### src/hw/rdsp_pkg.sv
// Constants and types for the radio data status-pin and configuration block.
// Function
// [RULE1] Threshold code picks 1, 4, 8, 12 blocks.
// [RULE2] Crystal bit: 0 low rate, 1 double.
// [RULE3] Unlocked phase follows subcarrier; reset seeds select.
// [RULE4] Locked phase: select 0 gives 90, 1 zero.
// [RULE5] Host sets select to match known subcarrier.
// [RULE6] Format bit enables offset word E.
// [RULE7] Three-bit mode routes functions onto pins.
// [RULE8] Polarity bit inverts upper aux, sync, presence.
// [RULE9] Mode 1: pins four, five show flags.
// [RULE10] Mode 4: error-count code over 48 blocks.
// [RULE11] Modes 0-2: sync pin low while synchronised.
// [RULE12] Mode 3: sync pin pulses at block start.
// [RULE13] Sync pin shows previous block's state.
// [RULE14] Host writes zeros to test bits.
// [RULE15] Mode pins select normal, standby, test.
// [RULE16] Bias bit makes soft flag easier.
// [RULE17] Strictness bit tightens presence detection.
// [RULE18] Host samples data on bit clock fall.
// [RULE19] Request pin pulled low when blocks buffered.
// [RULE20] Fields reset, update when write completes.
// [RULE21] Mode 3 error pins encode block quality.
package rdsp_pkg;
  localparam int          CLK_MHZ        = 50;
  localparam int          SYNC_PULSE_US  = 421;
  localparam int          SYNC_PULSE_CYC = SYNC_PULSE_US * CLK_MHZ;
  localparam int          ERR_WINDOW     = 48;
  localparam int          BUF_BLOCKS     = 24;
  // Word indices on the register bus.
  localparam logic [1:0]  IDX_CONFIG     = 2'h0;
  localparam logic [1:0]  IDX_STATUS     = 2'h1;
  localparam int          CFG_W          = 15;
  // Request thresholds per code {hi, lo}.
  localparam logic [4:0]  THR_CODE0      = 5'h01;
  localparam logic [4:0]  THR_CODE1      = 5'h04;
  localparam logic [4:0]  THR_CODE2      = 5'h08;
  localparam logic [4:0]  THR_CODE3      = 5'h0C;
  // Error-count bands.
  localparam logic [5:0]  ERR_BAND1      = 6'h14;
  localparam logic [5:0]  ERR_BAND2      = 6'h28;
  localparam logic [2:0]  MODE_ERRCOUNT  = 3'h4;
  localparam logic [1:0]  BASE_STATUS    = 2'h3;

  typedef struct packed {
    logic       presence_strictness;  // Bit 14.
    logic       soft_flag_bias;       // Bit 13.
    logic [3:0] test_bits;            // Bits 12:9.
    logic       pin_polarity_bit;     // Bit 8.
    logic       pin_mode_bit1;        // Bit 7.
    logic       pin_mode_bit0;        // Bit 6.
    logic       format_select;        // Bit 5.
    logic       phase_select;         // Bit 4.
    logic       phase_lock_enable;    // Bit 3.
    logic       crystal_select;       // Bit 2.
    logic       request_threshold_hi; // Bit 1.
    logic       request_threshold_lo; // Bit 0.
  } rdsp_cfg_t;

  localparam rdsp_cfg_t CFG_RESET = 15'h00D0;
endpackage : rdsp_pkg

### src/hw/rdsp_pins.sv
// Configuration register and open-drain status-pin logic of the radio data decoder.
`timescale 1ns/1ps
`default_nettype none
module rdsp_pins
  import rdsp_pkg::*;
#(
  parameter int PULSE_CYCLES = SYNC_PULSE_CYC
) (
  input  wire logic        CLK,
  input  wire logic        SRST,
  input  wire logic [1:0]  AVS_ADDRESS,
  input  wire logic        AVS_READ,
  input  wire logic        AVS_WRITE,
  input  wire logic [31:0] AVS_WRITEDATA,
  output logic      [31:0] AVS_READDATA,
  output logic             AVS_WAITREQUEST,
  input  wire logic        RECOVERED_BIT_CLOCK,
  input  wire logic        RECOVERED_BIT_DATA,
  input  wire logic        SOFT_DECISION_FLAG,
  input  wire logic        SUBCARRIER_TONE,
  input  wire logic        OP_MODE_PIN_A,
  input  wire logic        OP_MODE_PIN_B,
  input  wire logic        SYNC_STATE,
  input  wire logic        SYNC_RESET,
  input  wire logic        BLOCK_START,
  input  wire logic        BLOCK_DONE,
  input  wire logic        BLOCK_UNCORRECTABLE,
  input  wire logic        BLOCK_CLEAN,
  input  wire logic        BLOCK_WRITTEN,
  input  wire logic        BLOCK_READ,
  input  wire logic        TRAFFIC_PROGRAMME_FLAG,
  input  wire logic        TRAFFIC_ANNOUNCEMENT_FLAG,
  input  wire logic        TRAFFIC_SUBCARRIER,
  input  wire logic        PROGRAM_DATA_PRESENT,
  output logic             CRYSTAL_SELECT,
  output logic             DEMOD_PHASE_ZERO,
  output logic             OFFSET_E_ENABLE,
  output logic             SOFT_FLAG_BIAS,
  output logic             PRESENCE_STRICTNESS,
  output logic             STANDBY,
  output logic             FACTORY_TEST,
  output logic [4:0]       AUX_OUT_O,
  output logic [4:0]       AUX_OUT_OE,
  output logic             SYNC_OUT_O,
  output logic             SYNC_OUT_OE,
  output logic             PROGRAM_DATA_PRESENT_OUT_O,
  output logic             PROGRAM_DATA_PRESENT_OUT_OE,
  output logic             READ_REQUEST_O,
  output logic             READ_REQUEST_OE
);
  if (PULSE_CYCLES < 8 || PULSE_CYCLES > 65535) begin : g_bad_pulse
    $error("PULSE_CYCLES must lie between 8 and 65535.");
  end

  rdsp_cfg_t   cfg_q;
  logic        wait_q;
  logic [4:0]  blk_cnt_q;
  logic [4:0]  thr_blocks;
  logic        req_cond;
  logic [ERR_WINDOW-1:0] err_hist_q;
  logic [5:0]  err_cnt_q;
  logic [1:0]  be_code;
  logic        sync_blk_q;
  logic        uncorr_q;
  logic        clean_q;
  logic [15:0] pulse_cnt_q;
  logic        pulse_q;
  logic        phase_q;
  logic [5:0]  meta_q;
  logic [5:0]  sync_q;
  logic [2:0]  mode;
  logic [1:0]  base;
  logic        pol;
  logic [6:0]  drive;
  logic [6:0]  level;
  logic        wr_acc;
  logic        rd_acc;

  assign mode   = {cfg_q.pin_polarity_bit, cfg_q.pin_mode_bit1, cfg_q.pin_mode_bit0};
  assign base   = mode[1:0];
  assign pol    = cfg_q.pin_polarity_bit;
  assign wr_acc = AVS_WRITE && !wait_q;
  assign rd_acc = AVS_READ && !wait_q;

  // Pin-side inputs pass two flops; only the second stage is read anywhere.
  always_ff @(posedge CLK) begin
    if (SRST) begin
      meta_q <= 6'h00;
      sync_q <= 6'h00;
    end else begin
      meta_q <= {SUBCARRIER_TONE, OP_MODE_PIN_B, OP_MODE_PIN_A,
                 SOFT_DECISION_FLAG, RECOVERED_BIT_DATA, RECOVERED_BIT_CLOCK};
      sync_q <= meta_q;
    end
  end

  // One wait cycle per access keeps read data registered; unmapped reads return zero.
  always_ff @(posedge CLK) begin
    if (SRST) begin
      wait_q       <= 1'b1;
      AVS_READDATA <= 32'h0000_0000;
    end else if ((AVS_READ || AVS_WRITE) && wait_q) begin
      wait_q <= 1'b0;
      case (AVS_ADDRESS)
        IDX_CONFIG: AVS_READDATA <= {17'h00000, cfg_q};
        IDX_STATUS: AVS_READDATA <= {15'h0000, sync_q[4:3], phase_q, err_cnt_q, blk_cnt_q, uncorr_q, clean_q, sync_blk_q};
        default:    AVS_READDATA <= 32'h0000_0000;
      endcase
    end else begin
      wait_q <= 1'b1;
    end
  end
  assign AVS_WAITREQUEST = wait_q;

  // Fields load their reset values and change only when a write is accepted.
  always_ff @(posedge CLK) begin
    if (SRST) begin
      cfg_q <= CFG_RESET; // RULE20
    end else if (wr_acc && AVS_ADDRESS == IDX_CONFIG) begin
      cfg_q <= AVS_WRITEDATA[CFG_W-1:0]; // RULE20 RULE14
    end
  end

  // Static configuration reaches the decoder core through flops.
  always_ff @(posedge CLK) begin
    if (SRST) begin
      CRYSTAL_SELECT      <= 1'b0;
      OFFSET_E_ENABLE     <= 1'b0;
      SOFT_FLAG_BIAS      <= 1'b0;
      PRESENCE_STRICTNESS <= 1'b0;
      STANDBY             <= 1'b0;
      FACTORY_TEST        <= 1'b0;
    end else begin
      CRYSTAL_SELECT      <= cfg_q.crystal_select; // RULE2
      OFFSET_E_ENABLE     <= cfg_q.format_select; // RULE6
      SOFT_FLAG_BIAS      <= cfg_q.soft_flag_bias; // RULE16
      PRESENCE_STRICTNESS <= cfg_q.presence_strictness; // RULE17
      STANDBY             <= !sync_q[3] && sync_q[4]; // RULE15
      FACTORY_TEST        <= sync_q[3]; // RULE15
    end
  end

  // Locked phase follows the select bit; otherwise the subcarrier decides after a seeded start.
  always_ff @(posedge CLK) begin
    if (SRST) begin
      phase_q <= 1'b1;
    end else if (cfg_q.phase_lock_enable) begin
      phase_q <= cfg_q.phase_select; // RULE4
    end else if (SYNC_RESET) begin
      phase_q <= cfg_q.phase_select; // RULE3
    end else begin
      phase_q <= TRAFFIC_SUBCARRIER; // RULE3
    end
  end
  assign DEMOD_PHASE_ZERO = phase_q;

  // Buffered block count; a write and a read in one cycle cancel so none is lost.
  always_ff @(posedge CLK) begin
    if (SRST || SYNC_RESET) begin
      blk_cnt_q <= 5'h00;
    end else if (BLOCK_WRITTEN && !BLOCK_READ && blk_cnt_q != 5'(BUF_BLOCKS)) begin
      blk_cnt_q <= blk_cnt_q + 5'h01;
    end else if (BLOCK_READ && !BLOCK_WRITTEN && blk_cnt_q != 5'h00) begin
      blk_cnt_q <= blk_cnt_q - 5'h01;
    end
  end

  // Threshold decode, code bits taken as {hi, lo}.
  always_comb begin
    case ({cfg_q.request_threshold_hi, cfg_q.request_threshold_lo})
      2'h0:    thr_blocks = THR_CODE0; // RULE1
      2'h1:    thr_blocks = THR_CODE1;
      2'h2:    thr_blocks = THR_CODE2;
      default: thr_blocks = THR_CODE3;
    endcase
  end
  assign req_cond = blk_cnt_q >= thr_blocks;

  // Pulling the request pin low means enabling its driver.
  always_ff @(posedge CLK) begin
    if (SRST) begin
      READ_REQUEST_OE <= 1'b0;
      READ_REQUEST_O  <= 1'b0;
    end else begin
      READ_REQUEST_OE <= req_cond; // RULE19 RULE1
      READ_REQUEST_O  <= 1'b0;
    end
  end

  // Sliding error window: add the newest block, drop the one 48 blocks back.
  always_ff @(posedge CLK) begin
    if (SRST || SYNC_RESET) begin
      err_hist_q <= '0;
      err_cnt_q  <= 6'h00;
    end else if (BLOCK_DONE) begin
      err_hist_q <= {err_hist_q[ERR_WINDOW-2:0], !BLOCK_CLEAN};
      err_cnt_q  <= err_cnt_q + {5'h00, !BLOCK_CLEAN} - {5'h00, err_hist_q[ERR_WINDOW-1]}; // RULE10
    end
  end
  assign be_code = (err_cnt_q == 6'h00) ? 2'h0 : (err_cnt_q <= ERR_BAND1) ? 2'h1 :
                   (err_cnt_q <= ERR_BAND2) ? 2'h2 : 2'h3; // RULE10

  // Block quality and the sync state that applied to the block just ended.
  always_ff @(posedge CLK) begin
    if (SRST) begin
      uncorr_q   <= 1'b0;
      clean_q    <= 1'b1;
      sync_blk_q <= 1'b0;
    end else begin
      if (BLOCK_DONE) begin
        uncorr_q <= BLOCK_UNCORRECTABLE; // RULE21
        clean_q  <= BLOCK_CLEAN && !BLOCK_UNCORRECTABLE;
      end
      if (BLOCK_START) begin
        sync_blk_q <= SYNC_STATE; // RULE13
      end
    end
  end

  // Block-start pulse timer; a new start simply reloads it.
  always_ff @(posedge CLK) begin
    if (SRST) begin
      pulse_cnt_q <= 16'h0000;
      pulse_q     <= 1'b0;
    end else if (BLOCK_START) begin
      pulse_cnt_q <= 16'(PULSE_CYCLES - 1); // RULE12
      pulse_q     <= 1'b1;
    end else if (pulse_cnt_q != 16'h0000) begin
      pulse_cnt_q <= pulse_cnt_q - 16'h0001;
    end else begin
      pulse_q <= 1'b0;
    end
  end

  // Route functions to pins as levels; drive marks pins that are not left open.
  always_comb begin
    drive = 7'h00;
    level = 7'h7F;
    if (mode == MODE_ERRCOUNT) begin
      drive[4:3] = 2'h3;
      level[3]   = be_code[1]; // RULE10
      level[4]   = be_code[0];
    end else begin
      case (base)
        2'h1: begin
          drive[4:3] = 2'h3;
          level[3]   = pol ^ !TRAFFIC_PROGRAMME_FLAG; // RULE9 RULE8
          level[4]   = pol ^ !TRAFFIC_ANNOUNCEMENT_FLAG;
        end
        2'h2: begin
          drive[4:0] = 5'h1F;
          level[2:0] = sync_q[2:0];
          level[3]   = pol ^ !sync_q[5]; // RULE8
          level[4]   = pol ^ !TRAFFIC_SUBCARRIER;
        end
        2'h3: begin
          drive[4:0] = 5'h1F;
          level[2:0] = sync_q[2:0]; // RULE18
          level[3]   = pol ^ !uncorr_q; // RULE21 RULE8
          level[4]   = pol ^ clean_q; // RULE21
        end
        default: begin
          drive[4:0] = 5'h00;
        end
      endcase
    end
    drive[5] = 1'b1;
    if (base == BASE_STATUS && mode != MODE_ERRCOUNT) begin
      level[5] = pol ^ (sync_blk_q ? pulse_q : 1'b1); // RULE12 RULE13
    end else begin
      level[5] = pol ^ !sync_blk_q; // RULE11 RULE13
    end
    drive[6] = 1'b1;
    level[6] = pol ^ !PROGRAM_DATA_PRESENT; // RULE8
  end

  // Open-drain pins: a driven low level enables the driver, everything else releases.
  always_ff @(posedge CLK) begin
    if (SRST) begin
      AUX_OUT_OE                  <= 5'h00;
      AUX_OUT_O                   <= 5'h00;
      SYNC_OUT_OE                 <= 1'b0;
      SYNC_OUT_O                  <= 1'b0;
      PROGRAM_DATA_PRESENT_OUT_OE <= 1'b0;
      PROGRAM_DATA_PRESENT_OUT_O  <= 1'b0;
    end else begin
      AUX_OUT_OE                  <= drive[4:0] & ~level[4:0]; // RULE7
      AUX_OUT_O                   <= 5'h00;
      SYNC_OUT_OE                 <= drive[5] & ~level[5];
      SYNC_OUT_O                  <= 1'b0;
      PROGRAM_DATA_PRESENT_OUT_OE <= drive[6] & ~level[6];
      PROGRAM_DATA_PRESENT_OUT_O  <= 1'b0;
    end
  end
endmodule : rdsp_pins
`default_nettype wire

### config.mk
export PLATFORM = sky130hd
export DESIGN_NAME = rdsp_pins
export DESIGN_NICKNAME = d
export VERILOG_FILES = /design/src/hw/rdsp_pkg.sv /design/src/hw/rdsp_pins.sv
export SDC_FILE = /design/constraint.sdc
export NUM_CORES = 1
export LEC_CHECK = 0
export BUFFER_PORTS_ARGS = -buffer_cell sky130_fd_sc_hd__buf_2
export CORE_ASPECT_RATIO = 1.5
export CORE_UTILIZATION = 40
export DETAILED_ROUTE_END_ITERATION = 7
export PLACE_DENSITY = 0.65
export SLEW_MARGIN = 25
export SYNTH_ARGS = -nofsm -noshare
export SYNTH_HDL_FRONTEND = slang
export SYNTH_SLANG_ARGS = --single-unit
export TNS_END_PERCENT = 100
### constraint.sdc
create_clock -name CLK -period 3.2 [get_ports CLK]
set_input_delay 0.48 -clock CLK [delete_from_list [all_inputs] [get_ports CLK]]
set_output_delay 0.48 -clock CLK [all_outputs]
set_load 0.02 [all_outputs]
==> summary.md, run 1 <==
| Metric | Value |
|---|---|
| Status | `completed` |
| Vias in the first global route | `4739` |
| Half-perimeter wire length after detailed placement | `9130 um` |
| Fin. max-slew vios | `0` |
| Type of element capturing the critical path | `register` |
| Net count, final | `803` |
| Global placement routability congestion | `0.858` |
| Horizontal extent of the die | `103 um` |
| Initial antenna violation count | `1` |
| IO Pins | `112` |
| Worst-case register-to-register setup slack | `0.49 ns` |
| Avg Cell Area, Syn | `9.13 sq um` |
| Via density per instance | `5.09` |
| Pre-CTS worst setup slack | `0.556 ns` |
| Area share of the leading cell type in the synthesized netlist | `45.7%` |
| VDD IR-drop max | `451 uV` |
| Power share of the combinational group | `9.4%` |
| H-tree levels | `4` |
| Total global routing overflow | `0` |
| Critical path startpoint category | `register` |
| Average wire length per cell after detail routing | `13.8 um` |
| Final Hold Vio Count | `0` |
| Buffers on Ports | `71` |
| Effective utilization at floorplan | `41.3%` |
| Number of synthesized flops with an enable pin | `0` |
| Fraction of registers with async set/reset | `0%` |
| Destination of the critical timing path | `blk_cnt_q[4]` |
| Sum of negative setup slack | `0 ns` |
| Sinks on Clock Net | `139` |
| Actual transition at the worst max-transition pin | `0.806 ns` |
| Largest net degree at the start of global routing | `62` |
| Overall track demand over capacity in global routing | `17.6%` |
| Post-detailed-routing wire length | `12900 um` |
| Relative slew slack | `46.2%` |
| Final core utilization | `48.4%` |
| Launching instance or port of the critical path | `blk_cnt_q[0]` |
| Placed cell count | `902` |
| Clock network fraction of total power | `47.4%` |
| Worst-case clock skew | `0.00613 ns` |
| Unrepaired setup endpoints after global routing | `no` |
| Die area | `15700 sq um` |
| Delay of the slowest cell on the worst path | `0.48 ns` |
| Max Clock Freq | `369 MHz` |
| Clock-pin slew reported for the worst setup and hold paths after clock tree synthesis | `0.06 ns` |
| Cell variety after synth | `57` |
| Leading cell types in the layout, fill and taps excluded | `sky130_fd_sc_hd__dfxtp_1, sky130_fd_sc_hd__nor2_1, sky130_fd_sc_hd__buf_2, sky130_fd_sc_hd__mux2i_1, sky130_fd_sc_hd__a21oi_1` |
| Layout cell share with drive strength beyond 1 | `16.5%` |
| Cell types with the largest area share after synthesis | `sky130_fd_sc_hd__dfxtp_1, sky130_fd_sc_hd__mux2i_1, sky130_fd_sc_hd__nor2_1, sky130_fd_sc_hd__a21oi_1, sky130_fd_sc_hd__ha_1` |
| Critical R2R Launch | `blk_cnt_q[0]` |
| Final setup violating endpoints | `0` |
| Part of the Yosys area used for sequential elements | `45.7%` |
| Critical Path RT | `3.53 ns` |
| Final worst setup slack | `0.489 ns` |
| Cell area reported after detailed placement | `6510 sq um` |
| Number of instances in the synthesized netlist | `666` |
| Via count | `4750` |
| Flip-flop and latch count after synthesis | `139` |
| Number of CTS-inserted buffers | `17` |
| Critical R2R Capture | `blk_cnt_q[4]` |
| Final std cell area, no fill | `7120 sq um` |
| Max FO, Critical Path | `8` |
| Area growth syn-to-layout | `17.1%` |
| CP max stage cell | `sky130_fd_sc_hd__dfxtp_1` |
| Class of the worst hold path | `input port to register` |
| # Post-CTS Setup Buffers | `0` |
| Row count | `54` |
| Final instance count without filler cells | `934` |
| Std-Cell Core Area | `14700 sq um` |
| Switching power share of the total | `24.7%` |
| Internal power contribution | `3.19 mW` |
| Clock latency reported for the late side of the worst-skew pair | `0.42 ns` |
| Warning count from the yosys run | `0` |
| Most common library cell in the layout ignoring fill and taps | `sky130_fd_sc_hd__dfxtp_1` |
| Worst EP arrival | `3.04 ns` |
| Global-route wire length before repair | `21600 um` |
| Sequential share of power | `43.2%` |
| Floorplan die height | `153 um` |
| Switching component of the power | `1.04 mW` |
| First-pass iteration count of the detailed router | `4` |
| Time the final worst path needs with I/O delays and setup | `2.71 ns` |
| Main synth FF type | `sky130_fd_sc_hd__dfxtp_1` |
| Static power due to leakage | `2.98 nW` |
| Category of the critical setup timing path | `register to register` |
| Number of hold-repair buffers added at the cts stage | `0` |
| Period Utilization, post-route | `84.7%` |
| CTS tree | `yes` |
| Number of routed nets with antenna violations | `0` |
| Synthesized cell area | `6080 sq um` |
| Post-detailed-route DRC marker count | `0` |
| Cell type with the highest aggregate area in the netlist | `sky130_fd_sc_hd__dfxtp_1` |
| Number of maximum-capacitance violations | `0` |
| Total power divided by cell area | `594 nW/um^2` |
| Sequence of cells on the critical path | `nor3_1 > a311oi_1 > buf_4 > inv_1 > fa_1 > a21o_1 > a2111oi_0 > a21boi_0 > o21ai_0` |
| Maximum number of buffers from clock root to sink | `2` |
| Initial DRC Count | `230` |
| Cell depth of the worst flop-to-flop path | `9` |
| Post-cts repair resize count | `0` |
| Library cell used as clock root buffer | `sky130_fd_sc_hd__clkbuf_16` |
| Number of inserted diodes | `0` |
## state kept, by name, indices dropped and copies added (netlist names), 2 cells and up
| register | count |
|---|---|
| blk_cnt_q | 5 |
| sync_q | 6 |
| base | 2 |
| err_cnt_q | 6 |
| err_hist_q | 48 |
| cfg_q | 12 |
| AVS_READDATA | 17 |
| AUX_OUT_OE | 5 |
| meta_q | 6 |
| pulse_cnt_q | 16 |
## routing by layer
| layer | wire (um) | vias up | track usage [%] |
|---|---|---|---|
| li1 | - | 2392 | - |
| met1 | 5430 | 2247 | 19.3 |
| met2 | 6700 | 93 | 30.9 |
| met3 | 562 | 16 | 4.62 |
| met4 | 211 | 2 | 8.10 |
| met5 | 12 | - | 0 |
## metrics by stage
| stage | hold WS (ns) | power [mW] |
|---|---|---|
| 6_report | 0.282 | 4.23 |
| 3_5_place_dp | 0.382 | 2.26 |
| 2_1_floorplan | 0.368 | 2.17 |
| 3_3_place_gp | 0.372 | 2.25 |
| 4_1_cts | 0.265 | 4.26 |
| 5_1_grt | 0.281 | 4.39 |
## power groups by stage
stage	combinational, mW	sequential [mW]	clock, mW
3_3_place_gp	0.384	1.86	0
2_1_floorplan	0.300	1.87	0
5_1_grt	0.443	1.83	2.12
6_report	0.398	1.83	2.00
4_1_cts	0.398	1.83	2.04
3_5_place_dp	0.395	1.86	0
## synthesized netlist by cell type, drive strengths merged (6+ instances only)
cell,count
dfxtp,139
nor2,90
mux2i,65
a21oi,52
nand2,41
buf,38
nor3,26
clkbuf,23
ha,20
inv,20
nor2b,20
o21ai,11
nand3,8
o31ai,8
nand2b,7
nor4,7
or4,7
xor2,7
a31oi,6
nand3b,6
or3,6
## cells by family after synthesis
family | count (synthesis) | synth area share (%)
flip-flops | 139 | 45.7
AO/OA/AOI/OAI | 105 | 10.5
multiplexers | 66 | 10.9
buffers and inverters | 81 | 6.56
AND/OR/NAND/NOR | 241 | 19.9
other | 1 | 0.0616
XOR/XNOR | 11 | 1.58
adder cells (fa/ha/maj) | 22 | 4.77
## critical path: cells and delay by family, from the launching register on
family | cells | cell delay [ns]
buf+inv | 2 | 0.31
flops | 1 | 0.48
fa+ha+maj | 1 | 0.46
compound gates | 5 | 1.26
simple gates | 1 | 0.11
## area by class of cell
class                           count  area [sq um]
Sequential cell                   139          2780
Timing Repair Buffer               79           415
Inverter                           20          75.1
Tap cell                          196           245
Clock inverter                     12           164
Multi-Input combinational cell    468          2990
Fill cell                        1426          7610
Clock buffer                       20           447
## how the worst min path moves through the flow
stage,startpoint,to,slack [ns],cells past startpoint
final,AVS_WRITEDATA[4],cfg_q[4],0.28,3
after global routing,RECOVERED_BIT_CLOCK,meta_q[0],0.28,2
after CTS,AVS_WRITEDATA[6],base[0],0.26,3
after detailed placement,sync_q[1],AUX_OUT_OE[1],0.38,1
after global placement,sync_q[0],AUX_OUT_OE[0],0.37,1
after floorplan,sync_q[0],AUX_OUT_OE[0],0.37,1
No activity file was read; power rests on OpenSTA's default activity.
==> inputs of run 2 (changes only) <==
--- a/config.mk
+++ b/config.mk
@@ -9,7 +9,7 @@
 export CORE_ASPECT_RATIO = 1.5
 export CORE_UTILIZATION = 40
 export DETAILED_ROUTE_END_ITERATION = 7
-export PLACE_DENSITY = 0.65
+export PLACE_DENSITY = 0.67
 export SLEW_MARGIN = 25
 export SYNTH_ARGS = -nofsm -noshare
 export SYNTH_HDL_FRONTEND = slang
==> constraint.sdc (replaced) <==
create_clock -name CLK -period 2.2 [get_ports CLK]
set_input_delay 0.33 -clock CLK [delete_from_list [all_inputs] [get_ports CLK]]
set_output_delay 0.33 -clock CLK [all_outputs]
set_load 0.02 [all_outputs]
==> run 2 against run 1 <==
  * Combinational power is 54% higher
  * Cell count grew 1.6%
  * Clock-buffer cell count is 1 lower
  * First-iteration DRC count down 36%
  * Cell area grew 1.4%
  * Clock skew is 0.0012 ns lower
  * Routed wire length fell by 1.3%
  * Via count fell by 0.34%
  * Flip-flop and latch count is the same
  * Fmax increased by 33%
  * Sequential power rose by 45%
==> summary.md, run 2 (synthesis results as in run 1) <==
| Metric | Value |
|---|---|
| Status | `completed` |
| Internal power contribution | `4.43 mW` |
| Static power due to leakage | `3.06 nW` |
| Largest net degree at the start of global routing | `72` |
| Final instance count without filler cells | `949` |
| Number of maximum-capacitance violations | `0` |
| Max Clock Freq | `490 MHz` |
| Delay of the slowest cell on the worst path | `0.38 ns` |
| Overall track demand over capacity in global routing | `17.0%` |
| Class of the worst hold path | `input port to register` |
| Power share of the combinational group | `10.2%` |
| Category of the critical setup timing path | `register to register` |
| Row count | `54` |
| Std-Cell Core Area | `14700 sq um` |
| First-pass iteration count of the detailed router | `4` |
| Filler Cells Inserted | `1450` |
| Largest registers | `err_hist_q (48), AVS_READDATA (17), pulse_cnt_q (16)` |
| Largest Register | `err_hist_q` |
| Vias in the first global route | `4410` |
| VDD IR-drop max | `448 uV` |
| Net count, final | `817` |
| Final worst setup slack | `0.160 ns` |
| Dominant delay contributor by cell family on the critical path | `compound AO/OA/AOI/OAI gates` |
| Critical path startpoint category | `register` |
| Effective utilization at floorplan | `41.3%` |
| Period Utilization, post-route | `92.7%` |
| Number of CTS-inserted buffers | `17` |
| Via density per instance | `4.99` |
| Maximum number of buffers from clock root to sink | `2` |
| Global-route wire length before repair | `21000 um` |
| Horizontal extent of the die | `103 um` |
| Worst hold stages | `3` |
| Die area | `15700 sq um` |
| Number of routed nets with antenna violations | `0` |
| Fin. max-slew vios | `0` |
| Clock network fraction of total power | `45.3%` |
| Total power divided by cell area | `826 nW/um^2` |
| Clock latency reported for the late side of the worst-skew pair | `0.41 ns` |
| Buffers on Ports | `71` |
| Worst-case register-to-register setup slack | `0.16 ns` |
| Pre-CTS worst setup slack | `-0.00471 ns` |
| Half-perimeter wire length after detailed placement | `8970 um` |
| Leading cell types in the layout, fill and taps excluded | `sky130_fd_sc_hd__dfxtp_1, sky130_fd_sc_hd__nor2_1, sky130_fd_sc_hd__buf_2, sky130_fd_sc_hd__mux2i_1, sky130_fd_sc_hd__a21oi_1` |
| CTS tree | `yes` |
| Final total power | `5.96 mW` |
| Library cell used as clock root buffer | `sky130_fd_sc_hd__clkbuf_16` |
| Hold Path End | `cfg_q[4]` |
| Critical hold path startpoint | `AVS_WRITEDATA[4]` |
| Area growth syn-to-layout | `18.7%` |
| Critical R2R Capture | `blk_cnt_q[4]` |
| Max FO, Critical Path | `5` |
| Critical Path RT | `2.54 ns` |
| Most common library cell in the layout ignoring fill and taps | `sky130_fd_sc_hd__dfxtp_1` |
| Relative slew slack | `65.8%` |
| Total global routing overflow | `0` |
| Placed cell count | `916` |
| Final Hold Vio Count | `0` |
| CP max stage cell | `sky130_fd_sc_hd__fa_2` |
| Actual transition at the worst max-transition pin | `0.500 ns` |
| Post-detailed-routing wire length | `12700 um` |
| Layout cell share with drive strength beyond 1 | `19.0%` |
| Critical R2R Launch | `blk_cnt_q[2]` |
| Switching component of the power | `1.54 mW` |
| H-tree levels | `4` |
| Number of hold-repair buffers added at the cts stage | `0` |
| Global placement routability congestion | `0.804` |
| Unrepaired setup endpoints after global routing | `no` |
| Sequence of cells on the critical path | `nor3_2 > a311oi_2 > inv_2 > fa_2 > a21o_1 > a2111oi_1 > a21boi_0 > o21ai_0` |
| Average wire length per cell after detail routing | `13.4 um` |
| Time the final worst path needs with I/O delays and setup | `2.04 ns` |
| Clock-pin slew reported for the worst setup and hold paths after clock tree synthesis | `0.06 ns` |
| Sequential share of power | `44.4%` |
| Flip-flop count of the largest register after layout | `48` |
| Cell depth of the worst flop-to-flop path | `8` |
| Sinks on Clock Net | `139` |
| IO Pins | `112` |
| Switching power share of the total | `25.7%` |
| Worst-case clock skew | `0.00493 ns` |
| Buffer and inverter count on the worst path | `1` |
| Final setup violating endpoints | `0` |
| Worst EP arrival | `2.38 ns` |
| # Post-CTS Setup Buffers | `0` |
| Post-detailed-route DRC marker count | `0` |
| Initial antenna violation count | `1` |
| Initial DRC Count | `147` |
| Type of element capturing the critical path | `register` |
| Via count | `4734` |
| Sum of negative setup slack | `0 ns` |
| Floorplan die height | `153 um` |
==> run 2: cell types whose count changed in the layout (fill, tap and decap cells not counted), sizes merged <==
cell	change
buf	+14
bufinv	-2
diode	+1
clkbuf	-1
inv	+2
clkinv	+4
clkinvlp	-3
==> run 2: final cells by class <==
type                            count  area [sq um]  share of cell area (%)
Multi-Input combinational cell    468          3010                    41.7
Sequential cell                   139          2790                    38.6
Timing Repair Buffer               93           546                    7.55
Clock buffer                       19           443                    6.13
Tap cell                          196           245                    3.40
Clock inverter                     13           118                    1.63
Inverter                           20          75.1                    1.04
Antenna cell                        1          2.50                  0.0346
==> run 2: how the worst max path moves through the flow <==
stage | slack (ns) | from | end | depth (start not counted)
final | 0.16 | blk_cnt_q[2] | blk_cnt_q[4] | 8
after global routing | 0.02 | blk_cnt_q[2] | blk_cnt_q[4] | 8
after global placement | 0.02 | BLOCK_READ | blk_cnt_q[4] | 8
after detailed placement | -0.005 | BLOCK_READ | blk_cnt_q[4] | 8
after CTS | 0.09 | blk_cnt_q[2] | blk_cnt_q[4] | 8
after floorplan | 0.02 | blk_cnt_q[2] | blk_cnt_q[4] | 8
==> run 2: through the flow <==
step                      cell area (sq um)  util (%)  hold slack (ns)
after global routing                   7220      49.0            0.115
after global placement                 6650      45.2            0.371
after detailed placement               6650      45.2            0.379
final                                  7220      49.0            0.127
after CTS                              7210      49.0            0.109
after floorplan                        6170         -            0.368
==> run 2: power by group through the flow <==
stage               registers (mW)  logic (mW)  clock network (mW)
global placement              2.70       0.604                   0
floorplan                     2.72       0.438                   0
detailed placement            2.70       0.610                   0
global route                  2.66       0.679                2.88
CTS                           2.65       0.613                2.77
finish                        2.65       0.611                2.70
==> run 2: tightest hold or removal path, delay by kind of cell <==
kind / cells / cell delay [ns]
AND/OR/NAND/NOR: 2 / 0.10
buffers and inverters: 1 / 0.07
==> run 2: repair_timing <==
action                                  in CTS  in global routing
endpoints found under the setup margin       0                  1
resized for setup                            0                  3
endpoints found under the hold margin        0                  0
==> run 2: layer usage <==
| layer | global-route usage [%] | part of all wire [%] |
|---|---|---|
| met5 | 0 | 0 |
| met4 | 8.98 | 3.0 |
| met3 | 4.71 | 5.0 |
| met2 | 27.7 | 49 |
| met1 | 20.0 | 43 |
